--- config.mk ---
export PLATFORM = sky130hd
export DESIGN_NAME = inhibit_core
export DESIGN_NICKNAME = d
export VERILOG_FILES = /design/src/hw/inhibit_pkg.sv /design/src/hw/sec_timer.sv /design/src/hw/tick_gen.sv /design/src/hw/inhibit_core.sv
export SDC_FILE = /design/constraint.sdc
export NUM_CORES = 1
export LEC_CHECK = 0
export BUFFER_PORTS_ARGS = -buffer_cell sky130_fd_sc_hd__buf_2
export CORE_ASPECT_RATIO = 0.7
export CORE_MARGIN = 2
export CORE_UTILIZATION = 50
export DETAILED_ROUTE_END_ITERATION = 6
export PLACE_DENSITY = 0.72
export SETUP_SLACK_MARGIN = 0.2
export SYNTH_ARGS = -nofsm -noshare
export SYNTH_HDL_FRONTEND = slang
export SYNTH_SLANG_ARGS = --single-unit
--- constraint.sdc ---
create_clock -name core_clk -period 8 [get_ports core_clk]
set_input_delay 2 -clock core_clk [delete_from_list [all_inputs] [get_ports core_clk]]
set_output_delay 2 -clock core_clk [all_outputs]
set_load 0.1 [all_outputs]
--- src/hw/inhibit_pkg.sv ---
package inhibit_pkg;
   // Clock rate and derived seconds tick
   localparam int unsigned CLK_HZ = 200000000;
   localparam int unsigned TICK_CYCLES = CLK_HZ;
   // Fixed delays and timeouts in seconds
   localparam logic [15:0] RUN_OFF_DELAY_S = 16'h0002;
   localparam logic [15:0] COMM_HOLD_S = 16'h001e;
   // Communication-port command codes
   localparam logic [7:0] CMD_BRK_ON_A = 8'h1f;
   localparam logic [7:0] CMD_BRK_ON_B = 8'h20;
   localparam logic [7:0] CMD_BRK_OFF = 8'h21;
   // Event-enable bit for inhibit events
   localparam int unsigned EVT_EN_BIT = 6;
   // Time of day in minutes
   localparam logic [10:0] MIN_PER_DAY = 11'h5a0;
   // Register map of the plain software port
   localparam logic [3:0] ADDR_ON_DELAY = 4'h0;
   localparam logic [3:0] ADDR_OFF_DELAY = 4'h1;
   localparam logic [3:0] ADDR_DAYS = 4'h2;
   localparam logic [3:0] ADDR_WIN_START = 4'h3;
   localparam logic [3:0] ADDR_WIN_STOP = 4'h4;
   localparam logic [3:0] ADDR_MAX_FAIL = 4'h5;
   localparam logic [3:0] ADDR_EVT_EN = 4'h6;
   localparam logic [3:0] ADDR_STATUS = 4'h7;
   // Reset values
   localparam logic [15:0] ON_DELAY_RST = 16'h0000;
   localparam logic [15:0] OFF_DELAY_RST = 16'h0000;
   localparam logic [6:0] DAYS_RST = 7'h7f;
   localparam logic [10:0] WIN_RST = 11'h000;
   localparam logic [15:0] MAX_FAIL_RST = 16'h003c;
   localparam logic [7:0] EVT_EN_RST = 8'h00;
   // Event codes on the event port
   typedef enum logic [3:0] {
      EV_NONE = 4'h0,
      EV_SI_INPUT_ON = 4'h1,
      EV_SI_INPUT_OFF = 4'h2,
      EV_SI_SCHED_ON = 4'h3,
      EV_SI_SCHED_OFF = 4'h4,
      EV_SI_GRID_ON = 4'h5,
      EV_SI_GRID_OFF = 4'h6,
      EV_SI_PEER_ON = 4'h7,
      EV_SI_PEER_OFF = 4'h8,
      EV_BI_INPUT_ON = 4'h9,
      EV_BI_GRID_ON = 4'ha,
      EV_BI_COMM_ON = 4'hb,
      EV_BI_PEER_ON = 4'hc,
      EV_BI_SYNC_ON = 4'hd,
      EV_BI_MASTER_ON = 4'he,
      EV_BI_ALL_CLEAR = 4'hf
   } event_code_e;
endpackage

--- src/hw/sec_timer.sv ---
// Seconds down-counter: loads on start, done when it reaches zero
module sec_timer (
   input wire logic core_clk,
   input wire logic rst,
   input wire logic start,
   input wire logic [15:0] secs,
   input wire logic run,
   input wire logic tick,
   output logic done
);
   logic [15:0] cnt_r;
   logic armed_r;

   // ------------------------------------------------------------
   // Count whole seconds while run stays high
   // ------------------------------------------------------------
   always_ff @(posedge core_clk or posedge rst) begin
      if (rst) begin
         cnt_r <= 16'h0000;
         armed_r <= 1'b0;
      end else if (start) begin
         cnt_r <= secs;
         armed_r <= 1'b1;
      end else if (!run) begin
         armed_r <= 1'b0;
      end else if (tick && cnt_r != 16'h0000) begin
         cnt_r <= cnt_r - 16'h0001;
      end
   end

   assign done = armed_r && run && cnt_r == 16'h0000;
endmodule

--- src/hw/tick_gen.sv ---
// One-cycle pulse once per second
module tick_gen
   import inhibit_pkg::*;
#(
   parameter int unsigned PERIOD = TICK_CYCLES
) (
   input wire logic core_clk,
   input wire logic rst,
   output logic tick
);
   logic [31:0] cnt_r;

   // ------------------------------------------------------------
   // Free-running divider
   // ------------------------------------------------------------
   always_ff @(posedge core_clk or posedge rst) begin
      if (rst) begin
         cnt_r <= 32'h00000000;
      end else if (cnt_r == 32'(PERIOD - 1)) begin
         cnt_r <= 32'h00000000;
      end else begin
         cnt_r <= cnt_r + 32'h00000001;
      end
   end

   assign tick = cnt_r == 32'(PERIOD - 1);
endmodule

--- src/hw/inhibit_core.sv ---
// Behaviour
// - Any active start-inhibit input raises the input start request.
// - Input activation waits programmed delay in automatic mode, zero otherwise.
// - Input deactivation waits programmed delay, or two seconds when generator runs.
// - Generic per-input filter delay is not applied to these inputs.
// - Scheduler inhibits outside enabled weekdays or outside enabled time window.
// - Unreliable real-time clock raises the clock-invalid anomaly.
// - Stop above start same day, below start next day, equal means whole day.
// - Load management not needing this engine raises a start request.
// - Parallel-only grid anomaly opens breaker; start request after max failure time.
// - Peer breaker fault: after max failure time raise start request until cleared.
// - Master start request only when every connected master broadcasts one.
// - Start-source on/off events logged only when event-enable bit 6 set.
// - One status flag per start-inhibit source.
// - Any active supply-inhibit input raises the input breaker request.
// - Parallel-only grid anomaly holds breaker request until grid suitable.
// - Port command 31 or 32 sets, 33 clears the port breaker request.
// - Port breaker request drops 30 seconds after last activating command.
// - Peer breaker fault holds breaker request until fault fixed.
// - Grid-breaker sync with own breaker open holds breaker request.
// - Master asking breakers open raises a breaker request.
// - One activation event per breaker source; one common event when all clear.
// - Start inhibition is not acted on in test or remote-start sub-modes.
module inhibit_core
   import inhibit_pkg::*;
#(
   parameter int unsigned N_INPUTS = 8,
   parameter int unsigned N_MASTERS = 4,
   parameter int unsigned TICK_PERIOD = TICK_CYCLES
) (
   input wire logic core_clk,
   input wire logic rst,
   input wire logic [3:0] reg_addr,
   input wire logic [15:0] reg_wdata,
   input wire logic reg_wr,
   input wire logic reg_rd,
   output logic [15:0] reg_rdata,
   input wire logic [N_INPUTS-1:0] start_inhibit_input_fn,
   input wire logic [N_INPUTS-1:0] supply_inhibit_input_fn,
   input wire logic auto_mode,
   input wire logic test_or_remote_mode,
   input wire logic gen_running,
   input wire logic [2:0] weekday,
   input wire logic [10:0] minute_of_day,
   input wire logic clock_valid,
   input wire logic load_not_needed,
   input wire logic parallel_only_app,
   input wire logic grid_suitable,
   input wire logic peer_breaker_fault,
   input wire logic [N_MASTERS-1:0] master_present,
   input wire logic [N_MASTERS-1:0] master_start_inhibit,
   input wire logic master_open_breakers,
   input wire logic grid_sync_active,
   input wire logic generator_breaker_closed,
   input wire logic cmd_valid,
   input wire logic [7:0] cmd_code,
   output logic start_inhibit,
   output logic breaker_inhibit,
   output logic open_breaker,
   output logic clock_invalid_anomaly,
   output logic [5:0] start_flags,
   output logic [5:0] breaker_flags,
   output logic event_valid,
   output inhibit_pkg::event_code_e event_code
);
   import inhibit_pkg::*;

   logic tick;
   logic [15:0] on_delay_r, off_delay_r, max_fail_r;
   logic [6:0] days_r;
   logic [10:0] win_start_r, win_stop_r;
   logic [7:0] evt_en_r;
   logic in_raw, in_req_r, on_done, off_done;
   logic sched_req, grid_fail_done, peer_done;
   logic grid_start_r, peer_start_r, comm_req_r, comm_done;
   logic master_req, grid_anom, comm_set;
   logic [5:0] sflag, bflag, sflag_d_r, bflag_d_r;
   logic [15:0] on_secs, off_secs;
   logic u_on_run_r, u_off_run_r, grid_armed_r, peer_armed_r;

   // ------------------------------------------------------------
   // Seconds tick and delay timers
   // ------------------------------------------------------------
   tick_gen #(.PERIOD(TICK_PERIOD)) u_tick (
      .core_clk(core_clk),
      .rst(rst),
      .tick(tick)
   );

   // Raw inputs only; no generic per-input filter on this path
   assign in_raw = |start_inhibit_input_fn;
   assign on_secs = auto_mode ? on_delay_r : 16'h0000;
   assign off_secs = gen_running ? RUN_OFF_DELAY_S : off_delay_r;

   sec_timer u_on (
      .core_clk(core_clk),
      .rst(rst),
      .start(in_raw && !in_req_r && !u_on_run_r),
      .secs(on_secs),
      .run(in_raw && !in_req_r),
      .tick(tick),
      .done(on_done)
   );

   sec_timer u_off (
      .core_clk(core_clk),
      .rst(rst),
      .start(!in_raw && in_req_r && !u_off_run_r),
      .secs(off_secs),
      .run(!in_raw && in_req_r),
      .tick(tick),
      .done(off_done)
   );

   // Tracks whether each delay is already counting
   always_ff @(posedge core_clk or posedge rst) begin
      if (rst) begin
         u_on_run_r <= 1'b0;
         u_off_run_r <= 1'b0;
      end else begin
         u_on_run_r <= in_raw && !in_req_r;
         u_off_run_r <= !in_raw && in_req_r;
      end
   end

   // Logical input request after activation/deactivation delays
   always_ff @(posedge core_clk or posedge rst) begin
      if (rst) begin
         in_req_r <= 1'b0;
      end else if (on_done) begin
         in_req_r <= 1'b1;
      end else if (off_done) begin
         in_req_r <= 1'b0;
      end
   end

   // ------------------------------------------------------------
   // Scheduler window
   // ------------------------------------------------------------
   function automatic logic in_window(input logic [10:0] t, input logic [10:0] a,
                                      input logic [10:0] b);
      if (a == b) begin
         in_window = 1'b1;
      end else if (b > a) begin
         in_window = t >= a && t < b;
      end else begin
         in_window = t >= a || t < b;
      end
   endfunction

   // Day check follows the start day for windows running past midnight
   logic [2:0] start_day;
   logic day_ok;
   assign start_day = (win_stop_r < win_start_r && minute_of_day < win_stop_r)
                      ? ((weekday == 3'h0) ? 3'h6 : weekday - 3'h1) : weekday;
   assign day_ok = days_r[start_day];
   assign sched_req = !day_ok || !in_window(minute_of_day, win_start_r, win_stop_r);
   assign clock_invalid_anomaly = !clock_valid;

   // ------------------------------------------------------------
   // Grid conditions and peer breaker fault
   // ------------------------------------------------------------
   assign grid_anom = parallel_only_app && !grid_suitable;
   assign open_breaker = grid_anom || peer_breaker_fault || master_open_breakers;

   sec_timer u_grid (
      .core_clk(core_clk),
      .rst(rst),
      .start(grid_anom && !grid_armed_r),
      .secs(max_fail_r),
      .run(grid_anom),
      .tick(tick),
      .done(grid_fail_done)
   );

   sec_timer u_peer (
      .core_clk(core_clk),
      .rst(rst),
      .start(peer_breaker_fault && !peer_armed_r),
      .secs(max_fail_r),
      .run(peer_breaker_fault),
      .tick(tick),
      .done(peer_done)
   );

   // Start requests after the max failure time, dropped when cleared
   always_ff @(posedge core_clk or posedge rst) begin
      if (rst) begin
         grid_armed_r <= 1'b0;
         peer_armed_r <= 1'b0;
         grid_start_r <= 1'b0;
         peer_start_r <= 1'b0;
      end else begin
         grid_armed_r <= grid_anom;
         peer_armed_r <= peer_breaker_fault;
         grid_start_r <= grid_anom && (grid_start_r || grid_fail_done);
         peer_start_r <= peer_breaker_fault && (peer_start_r || peer_done);
      end
   end

   // ------------------------------------------------------------
   // Master broadcasts and communication-port command
   // ------------------------------------------------------------
   assign master_req = (|master_present)
                       && ((master_present & ~master_start_inhibit) == '0);

   assign comm_set = cmd_valid && (cmd_code == CMD_BRK_ON_A || cmd_code == CMD_BRK_ON_B);

   sec_timer u_comm (
      .core_clk(core_clk),
      .rst(rst),
      .start(comm_set),
      .secs(COMM_HOLD_S),
      .run(comm_req_r || comm_set),
      .tick(tick),
      .done(comm_done)
   );

   // Port request: set by 31/32, cleared by 33 or by the hold timeout
   always_ff @(posedge core_clk or posedge rst) begin
      if (rst) begin
         comm_req_r <= 1'b0;
      end else if (comm_set) begin
         comm_req_r <= 1'b1;
      end else if (cmd_valid && cmd_code == CMD_BRK_OFF) begin
         comm_req_r <= 1'b0;
      end else if (comm_done) begin
         comm_req_r <= 1'b0;
      end
   end

   // ------------------------------------------------------------
   // Source flags and outputs
   // ------------------------------------------------------------
   // Start flags: input, scheduler, load, grid, peer, master
   assign sflag = {master_req, peer_start_r, grid_start_r, load_not_needed, sched_req,
                   in_req_r};
   // Breaker flags: input, grid, port, peer, sync, master
   assign bflag = {master_open_breakers,
                   grid_sync_active && !generator_breaker_closed,
                   peer_breaker_fault,
                   comm_req_r,
                   grid_anom,
                   |supply_inhibit_input_fn};
   assign start_flags = sflag;
   assign breaker_flags = bflag;
   assign start_inhibit = (|sflag) && !test_or_remote_mode;
   assign breaker_inhibit = |bflag;

   // ------------------------------------------------------------
   // Event log, one event per cycle by fixed priority
   // ------------------------------------------------------------
   always_ff @(posedge core_clk or posedge rst) begin
      if (rst) begin
         sflag_d_r <= 6'h00;
         bflag_d_r <= 6'h00;
      end else begin
         sflag_d_r <= sflag;
         bflag_d_r <= bflag;
      end
   end

   event_code_e ev_nxt;
   logic [5:0] s_on, s_off, b_on;
   assign s_on = sflag & ~sflag_d_r;
   assign s_off = ~sflag & sflag_d_r;
   assign b_on = bflag & ~bflag_d_r;

   always_comb begin
      ev_nxt = EV_NONE;
      if (evt_en_r[EVT_EN_BIT]) begin
         if (s_on[0]) ev_nxt = EV_SI_INPUT_ON;
         else if (s_off[0]) ev_nxt = EV_SI_INPUT_OFF;
         else if (s_on[1]) ev_nxt = EV_SI_SCHED_ON;
         else if (s_off[1]) ev_nxt = EV_SI_SCHED_OFF;
         else if (s_on[3]) ev_nxt = EV_SI_GRID_ON;
         else if (s_off[3]) ev_nxt = EV_SI_GRID_OFF;
         else if (s_on[4]) ev_nxt = EV_SI_PEER_ON;
         else if (s_off[4]) ev_nxt = EV_SI_PEER_OFF;
         else if (b_on[0]) ev_nxt = EV_BI_INPUT_ON;
         else if (b_on[1]) ev_nxt = EV_BI_GRID_ON;
         else if (b_on[2]) ev_nxt = EV_BI_COMM_ON;
         else if (b_on[3]) ev_nxt = EV_BI_PEER_ON;
         else if (b_on[4]) ev_nxt = EV_BI_SYNC_ON;
         else if (b_on[5]) ev_nxt = EV_BI_MASTER_ON;
         else if (bflag == 6'h00 && bflag_d_r != 6'h00) ev_nxt = EV_BI_ALL_CLEAR;
      end
   end

   always_ff @(posedge core_clk or posedge rst) begin
      if (rst) begin
         event_valid <= 1'b0;
         event_code <= EV_NONE;
      end else begin
         event_valid <= ev_nxt != EV_NONE;
         event_code <= ev_nxt;
      end
   end

   // ------------------------------------------------------------
   // Register port
   // ------------------------------------------------------------
   always_ff @(posedge core_clk or posedge rst) begin
      if (rst) begin
         on_delay_r <= ON_DELAY_RST;
         off_delay_r <= OFF_DELAY_RST;
         days_r <= DAYS_RST;
         win_start_r <= WIN_RST;
         win_stop_r <= WIN_RST;
         max_fail_r <= MAX_FAIL_RST;
         evt_en_r <= EVT_EN_RST;
      end else if (reg_wr) begin
         case (reg_addr)
            ADDR_ON_DELAY: on_delay_r <= reg_wdata;
            ADDR_OFF_DELAY: off_delay_r <= reg_wdata;
            ADDR_DAYS: days_r <= reg_wdata[6:0];
            ADDR_WIN_START: win_start_r <= reg_wdata[10:0];
            ADDR_WIN_STOP: win_stop_r <= reg_wdata[10:0];
            ADDR_MAX_FAIL: max_fail_r <= reg_wdata;
            ADDR_EVT_EN: evt_en_r <= reg_wdata[7:0];
            default: ;
         endcase
      end
   end

   always_ff @(posedge core_clk or posedge rst) begin
      if (rst) begin
         reg_rdata <= 16'h0000;
      end else if (reg_rd) begin
         case (reg_addr)
            ADDR_ON_DELAY: reg_rdata <= on_delay_r;
            ADDR_OFF_DELAY: reg_rdata <= off_delay_r;
            ADDR_DAYS: reg_rdata <= {9'h000, days_r};
            ADDR_WIN_START: reg_rdata <= {5'h00, win_start_r};
            ADDR_WIN_STOP: reg_rdata <= {5'h00, win_stop_r};
            ADDR_MAX_FAIL: reg_rdata <= max_fail_r;
            ADDR_EVT_EN: reg_rdata <= {8'h00, evt_en_r};
            ADDR_STATUS: reg_rdata <= {2'h0, bflag, sflag, 1'b0, clock_invalid_anomaly};
            default: reg_rdata <= 16'h0000;
         endcase
      end else begin
         reg_rdata <= 16'h0000;
      end
   end

   // ------------------------------------------------------------
   // Checks
   // ------------------------------------------------------------
   grid_open_a: assert property (@(posedge core_clk) disable iff (rst)
      grid_anom |-> open_breaker && breaker_flags[1]) else $error("grid anomaly no open");
   mode_mask_a: assert property (@(posedge core_clk) disable iff (rst)
      test_or_remote_mode |-> !start_inhibit) else $error("inhibit in test mode");
   port_off_a: assert property (@(posedge core_clk) disable iff (rst)
      cmd_valid && cmd_code == CMD_BRK_OFF |=> !comm_req_r) else $error("port off");
   port_on_a: assert property (@(posedge core_clk) disable iff (rst)
      comm_set |=> comm_req_r) else $error("port on");
   master_all_a: assert property (@(posedge core_clk) disable iff (rst)
      (master_present & ~master_start_inhibit) != '0 |-> !start_flags[5])
      else $error("master partial");
   evt_gate_a: assert property (@(posedge core_clk) disable iff (rst)
      !evt_en_r[EVT_EN_BIT] |=> !event_valid) else $error("event while disabled");
   sync_hold_a: assert property (@(posedge core_clk) disable iff (rst)
      grid_sync_active && !generator_breaker_closed |-> breaker_inhibit)
      else $error("sync no inhibit");
   input_now_a: assert property (@(posedge core_clk) disable iff (rst)
      !auto_mode && in_raw && !in_req_r ##1 in_raw [*3] |-> in_req_r)
      else $error("zero delay missed");
endmodule

* Yosys cells after proc, flatten, opt, wreduce, memory -nomap -nowiden
Index checks and enable logic that the tools add are counted.
Cells by class: add/sub/neg operators 7, magnitude comparators 5, equality and inequality tests 17, muxes and demuxes 57, bitwise gates (word level) 8, reductions and logical operators 97
Operator list (number):
- $mux 16 | 18
- $pmux 16 s8 | 1
- $logic_not 16->1 | 5
- $reduce_bool 16->1 | 5
- $sub 16x1->16 const B | 5
- $mux 4 | 16
- $add 32x1->32 const B | 1
- $eq 32x28->1 const B | 1
- $logic_and 1x1->1 | 32
- $mux 32 | 1
- $reduce_and 2->1 | 12
- $lt 11x11->1 | 2
- $reduce_bool 2->1 | 11
- $mux 1 | 18
- $eq 4x3->1 const B | 4
- $eq 8x6->1 const B | 2
- $reduce_or 8->1 | 2
- $reduce_or 13->1 | 1
- $logic_not 1->1 | 12
- $eq 11x11->1 | 1
- $ge 11x11->1 | 1
- $gt 11x11->1 | 1
- $and 5x5->5 | 2
- $not 5->5 | 2
- 22 further kinds | 35
Word-level totals: flip-flop bits (word level) 242, input port bits 82, output and inout bits 37

* Longest topological paths before layout
depth in word-level cells 21, mapped depth 12, depth with buffers taken out 11

* Cells and area by module
Synthesis repeated with hierarchy kept, for this count alone.
Unflattened totals: cells, all modules 1508, area total of the unflattened synthesis 14232.4 um^2
By module, submodules not included:
- inhibit_core | instances 1, cells an instance 648, area each 6914.1 um^2, seq. area each 3066.7 um^2
- sec_timer (u_comm ...) | instances 4, cells an instance 138, area each 1116.1 um^2, seq. area each 425.4 um^2
- tick_gen | instances 1, cells an instance 169, area each 1674.1 um^2, seq. area each 800.8 um^2
- sec_timer (u_peer) | instances 1, cells an instance 139, area each 1179.9 um^2, seq. area each 425.4 um^2

* Worst setup path after synthesis
OpenSTA, ideal clock, no wires.
path kind input-to-output, start point input port minute_of_day[10], end point output port start_inhibit, arrival 5077 ps, setup slack 923 ps, stages on the path 10, path buffers 0, cells stage by stage ha_1 -> nand4_1 -> nor3_1 -> a21oi_1 -> o21ai_0 -> o21ai_1 -> and3_1 -> o311ai_2 -> nor3_1 -> nor2_1
On the way: longest elaborated chain between the ends 9
Ends and longest elaborated chain:
- start: declaration | RTL line inhibit_core.sv:44 | input wire logic [10:0] minute_of_day,
- $lt 11x11->1 | RTL line inhibit_core.sv:145, inhibit_core.sv:147, inhibit_core.sv:154
- $logic_and 1x1->1 | RTL line inhibit_core.sv:154 | assign start_day = (win_stop_r < win_start_r && minute_of_day < win_stop_r)
- $mux 3 | RTL line inhibit_core.sv:155 | ? ((weekday == 3'h0) ? 3'h6 : weekday - 3'h1) : weekday;
- $bmux 1 s3 | RTL line inhibit_core.sv:156 | assign day_ok = days_r[start_day];
- $mux 1 (not written as such) | RTL line inhibit_core.sv:156
- $logic_not 1->1 | RTL line inhibit_core.sv:157 | assign sched_req = !day_ok || !in_window(minute_of_day, win_start_r, win_stop_r);
- $logic_or 1x1->1 (*) | RTL line inhibit_core.sv:157
- named net sched_req | RTL line inhibit_core.sv:74 | logic sched_req, grid_fail_done, peer_done;
- $reduce_or 6->1 (*) | RTL line inhibit_core.sv:247 | assign start_inhibit = (|sflag) && !test_or_remote_mode;
- $logic_and 1x1->1 (*) | RTL line inhibit_core.sv:247
- end: declaration | RTL line inhibit_core.sv:57 | output logic start_inhibit,
The timed path passes the listed nets; every way through them passes the cells marked *. The select of a mux whose other input is x is not followed.

* Worst setup path after layout
start point input port minute_of_day[4], end point output port start_inhibit
On the way: longest elaborated chain between the ends 9
Ends and longest elaborated chain (RTL line):
- $lt 11x11->1 | inhibit_core.sv:145, inhibit_core.sv:147, inhibit_core.sv:154
- $logic_and 1x1->1 | inhibit_core.sv:154
- $mux 3 | inhibit_core.sv:155
- $bmux 1 s3 | inhibit_core.sv:156
- $mux 1 (not written as such) | inhibit_core.sv:156
- $logic_not 1->1 | inhibit_core.sv:157
- $logic_or 1x1->1 (*) | inhibit_core.sv:157
- $reduce_or 6->1 (*) | inhibit_core.sv:247
- $logic_and 1x1->1 (*) | inhibit_core.sv:247
Mark *: on every way between the ends. The rest lies on a longest branch, timed or not. The select of a mux whose other input is x is not followed.

==> results by group <==
Finish
  • Proportion of layout cells with a drive suffix above 1: 0.2159
  • Post-layout nets: 1451
  • Area added between synthesis and finish: 13.74%
  • Number of non-filler instances in the completed layout: 1668
  • Diodes inserted: 0

STA
  • Final critical-path required period: between 6 and 7 ns
  • Max Slew Vio Count: 0
  • Number of endpoints with negative hold slack in the final report: 0
  • Setup violation total in the final timing report: 0
  • Max Fclk: 146.7 MHz
  • Max-slew headroom at the worst pin: 0.1902
  • Setup TNS: 0 ns
  • Clock skew after layout: 0.02433 ns
  • Unrepaired setup endpoints after global routing: no
  • Final period utilization: 0.8521
  • Slew @ Worst Pin: roughly 1.2 ns

Critical path
  • Cell type group with the largest total delay on the critical path: compound AO/OA/AOI/OAI gates
  • Depth of the most critical reg-to-reg path: 10
  • Endpoint of the worst register-to-register path: u_peer.cnt_r[3]
  • Startpoint kind of the worst setup timing path: input port
  • Endpoint required time on the critical path: 6.00 ns
  • Data arrival time at the worst-slack endpoint: around 4.8 ns
  • Critical path class: input port to primary output
  • FF-to-FF setup slack: 4.20 ns
  • Max FO, Critical Path: 8
  • Cells along the critical path: buf_2, ha_1, a21oi_1, nor2_1, a211oi_1, o21ai_0, o21ai_1, a21boi_1, o311ai_2, buf_4, nor3_1, nor2_1, buf_2
  • Master of the slowest instance on the critical path: sky130_fd_sc_hd__buf_2
  • Reg2reg start: u_peer.cnt_r[0]
  • Delay of the slowest cell on the worst path: 0.43 ns
  • Critical path buffer and inverter count: 3
  • Type of destination of the critical path: primary output

Logic synthesis
  • Total of flip-flops plus latches after synthesis: approximately 240
  • Largest area contributor in the synthesized netlist: sky130_fd_sc_hd__dfrtp_1
  • Syn. warnings: 0
  • Post-Synthesis Net Count: 1351
  • Share of async-settable or async-resettable flops after synthesis: 1.000
  • Synth cell types: 71
  • Share of synthesized cell area in full adder, half adder and majority cells: 0.04067
  • Share of the yosys chip area belonging to registers: 0.4775
  • Synthesized-area fraction occupied by xor and xnor cells: 0.06070
  • Count of mapped cells out of synthesis: 1229
  • Main combinational cell family by area after synthesis: simple AND/OR/NAND/NOR gates
  • Simple logic cell fraction of the synthesized area: 0.1752
  • Multiplexer area fraction after synthesis: 0.08402
  • Per-instance average area after synthesis: 10.21 sq um
  • Number of enable-type register cells in the synthesized netlist: 0
  • Main flop type after synthesis: sky130_fd_sc_hd__dfrtp_1
  • Area fraction in compound gates after synthesis: 0.1212
  • Area of the mapped netlist: between 10000 and 15000 sq um
  • Synth area leaders: sky130_fd_sc_hd__dfrtp_1 45%, sky130_fd_sc_hd__mux2_2 7.8%, sky130_fd_sc_hd__ha_1 4.0%
  • Fraction of synthesized cell area taken by the top area cell type: 0.4545

Global routing
  • Via count of the first global-routing pass: 9563
  • Largest net degree at the start of global routing: 181
  • Initial antenna violation count: 0
  • Overall fraction of global-route tracks in use: 0.2495
  • Remaining global-route overflow: 0
  • Global-route wire length before repair: 52430 microns

Floorplanning
  • Area inside the core boundary: between 20000 and 25000 sq um
  • # rows: 48
  • Initial standard-cell utilization of the core: 0.5086
  • Area enclosed by the die boundary: 26410 sq um
  • Die height: roughly 140 microns
  • I/O pin count: 119
  • Die Width: approximately 190 microns

Pwr
  • Flop pwr share: 0.448
  • Internal power of the cells: approximately 0.0024 W
  • Leakage power summed over all cells: about 6.3 nW
  • Maximum vdd drop: 205.1 uV
  • Relative contribution of combinational cells to total power: 0.208
  • Switching portion of total power: 0.3108
  • Power density over the cells: approximately 250 nW/um^2
  • Power, Total: ~0.0035 W
  • Reported net switching power: 0.001095 W
  • Clock network fraction of design power: 0.345

Worst hold path
  • Worst hold path cell count: 1
  • Worst Hold Launch: u_off_run_r
  • Hold endpoint: u_off.armed_r
  • Class of the tightest hold or removal check: flip-flop to flip-flop

Clock tree
  • Clock Tree Root: sky130_fd_sc_hd__clkbuf_16
  • Total of cells resized after clock tree synthesis: 0
  • Clock tree from TritonCTS: yes
  • Maximum level of the CTS H-tree: 1
  • CTS Hold Buffers Added: 0
  • Worst-skew pair later-pin latency: 0.52 ns
  • Max Buffers Root-to-Sink: 3
  • Post-CTS setup repair buffer count: 0
  • CTS clock-pin slew for the worst setup and hold paths: around 0.060 ns
  • TritonCTS Sinks: 239
  • Total clock buffers created by CTS: 24

Placement
  • Number of input and output port buffers inserted: 118
  • Placer Congestion: 0.9017
  • Post-DP HPWL: ~23000 microns
  • Placed cells: 1628

Detailed routing
  • DRC violations left: 0
  • Number of vias after detailed routing: 10015
  • Post-detailed-route wirelength per cell: slightly below 20 microns
  • Avg Vias per Cell: about 6.0
  • Initial DRC Count: roughly 900
  • Sum of routed wire length over all layers: 32430 microns
  • First-pass DRT Iterations: 5
  • Antenna-violating nets left: 0

Job
  • Max-Cap Viols: 0

Outcome
  • Result of the run: finished, final reports clean
==> worst reg2reg max path: cells and delay by family (launching register included) <==
family	cells	cell delay, ns
flip-flops	1	0.37
buffers and inverters	1	0.09
adder cells (fa/ha/maj)	1	0.19
AND/OR/NAND/NOR	5	1.69
AO/OA/AOI/OAI	3	1.33
==> Yosys cell counts (3+ instances only) <==
cell                        number
sky130_fd_sc_hd__or3_1          16
sky130_fd_sc_hd__nor4_2          4
sky130_fd_sc_hd__o311ai_0        4
sky130_fd_sc_hd__o2111ai_1       4
sky130_fd_sc_hd__mux2i_1         3
sky130_fd_sc_hd__inv_1          68
sky130_fd_sc_hd__nand2_1        87
sky130_fd_sc_hd__o21ai_0        48
sky130_fd_sc_hd__a211oi_1        3
sky130_fd_sc_hd__mux2_2         87
sky130_fd_sc_hd__a221oi_1        9
sky130_fd_sc_hd__nand2b_1       14
sky130_fd_sc_hd__dfrtp_1       228
sky130_fd_sc_hd__nand4_1        15
sky130_fd_sc_hd__xor2_1         37
sky130_fd_sc_hd__a32oi_1         3
sky130_fd_sc_hd__and4_1          3
sky130_fd_sc_hd__a21oi_1        37
sky130_fd_sc_hd__o221ai_1        3
sky130_fd_sc_hd__a22oi_1        44
sky130_fd_sc_hd__a31oi_1        15
sky130_fd_sc_hd__nand4b_1        3
sky130_fd_sc_hd__nor3_1         37
sky130_fd_sc_hd__nand3_1        46
sky130_fd_sc_hd__or3_4           6
sky130_fd_sc_hd__and3_1         12
sky130_fd_sc_hd__xnor2_1        50
sky130_fd_sc_hd__dfstp_2        11
sky130_fd_sc_hd__nor3b_1         4
sky130_fd_sc_hd__nor2_1         77
sky130_fd_sc_hd__o31a_1          4
sky130_fd_sc_hd__nor2b_1        22
sky130_fd_sc_hd__o21a_1          4
sky130_fd_sc_hd__ha_1           40
sky130_fd_sc_hd__nand3b_1       19
sky130_fd_sc_hd__clkbuf_1       42
sky130_fd_sc_hd__o21ai_1        32
sky130_fd_sc_hd__or4_1          11
sky130_fd_sc_hd__nor4b_1         4
sky130_fd_sc_hd__buf_1           3
sky130_fd_sc_hd__o22ai_1         5
sky130_fd_sc_hd__buf_4          10
sky130_fd_sc_hd__nor4_1         19
sky130_fd_sc_hd__a222oi_1        3
==> through the flow <==
step / hold WS [ns] / worst slack (ns) / cell area [sq um] / utilization
after floorplan: 0.3732 / 0.9229 / 12560 / -
after global placement: 0.4348 / 1.383 / 13420 / 0.5437
after detailed placement: 0.4411 / 1.253 / 13420 / 0.5437
after CTS: 0.4503 / 1.251 / 14280 / 0.5785
after global routing: 0.4841 / 0.9926 / 14280 / 0.5785
final: 0.4504 / 1.183 / 14280 / 0.5785
==> layout make-up <==
| cell class | count | area (sq um) |
|---|---|---|
| Clock inverter | 7 | 142.6 |
| Fill cell | 2094 | 10410 |
| Sequential cell | 239 | 5995 |
| Tap cell | 325 | 406.6 |
| Multi-Input combinational cell | 866 | 6067 |
| Timing Repair Buffer | 130 | 693.2 |
| Clock buffer | 33 | 715.7 |
| Inverter | 68 | 259.0 |
==> state kept, by name (all words and copies together) (netlist names), 6 cells and up <==
name          cells
bflag_d_r         6
days_r            7
evt_en_r          8
max_fail_r       16
off_delay_r      16
on_delay_r       16
reg_rdata        16
u_comm.cnt_r     16
u_grid.cnt_r     16
u_off.cnt_r      16
u_on.cnt_r       16
u_peer.cnt_r     16
u_tick.cnt_r     32
win_start_r      11
win_stop_r       11
==> layer usage <==
layer	track usage	up-vias	part of all wire
li1	-	4631	-
met1	0.3772	4966	0.47
met2	0.3677	368	0.43
met3	0.05619	50	0.081
met4	0.05089	0	0.018
met5	0	-	0
==> power groups by stage <==
| stage | Sequential (W) | Combinational, W | Clock [W] |
|---|---|---|---|
| 2_1_floorplan | 0.00160 | 0.000493 | 0 |
| 3_3_place_gp | 0.00158 | 0.000698 | 0 |
| 3_5_place_dp | 0.00159 | 0.000725 | 0 |
| 4_1_cts | 0.00157 | 0.000729 | 0.00124 |
| 5_1_grt | 0.00160 | 0.000809 | 0.00129 |
| 6_report | 0.00158 | 0.000732 | 0.00121 |
==> cell families (layout without fill, tap and decap cells) <==
group                      Yosys count  count (layout)
and+or+nand+nor                    410             410
DFF                                239             239
AOI/OAI and AO/OA                  236             236
buffers and inverters              124             238
muxes                               92              92
xor gates and xnor gates            87              87
adders and majority gates           41              41
==> placed cells by master (no fill, tap or decap), drive strengths merged, types with 19 or more instances in the layout <==
master,n
ha,40
or3,22
o21ai,80
nor4,23
mux2,87
clkbuf,33
inv,67
nor2b,22
nand3,46
nand3b,19
a22oi,44
nand2,87
nor3,39
a21oi,37
xnor2,50
nor2,77
xor2,37
buf,130
dfrtp,228
==> worst max-delay path by stage <==
stage,from,end,slack [ns],depth (start not counted)
after floorplan,minute_of_day[10],start_inhibit,0.92,10
after global placement,minute_of_day[4],start_inhibit,1.38,13
after detailed placement,minute_of_day[4],start_inhibit,1.25,13
after CTS,minute_of_day[4],start_inhibit,1.25,13
after global routing,minute_of_day[4],start_inhibit,0.99,13
final,minute_of_day[4],start_inhibit,1.18,13
No activity file was read; power rests on OpenSTA's default activity.
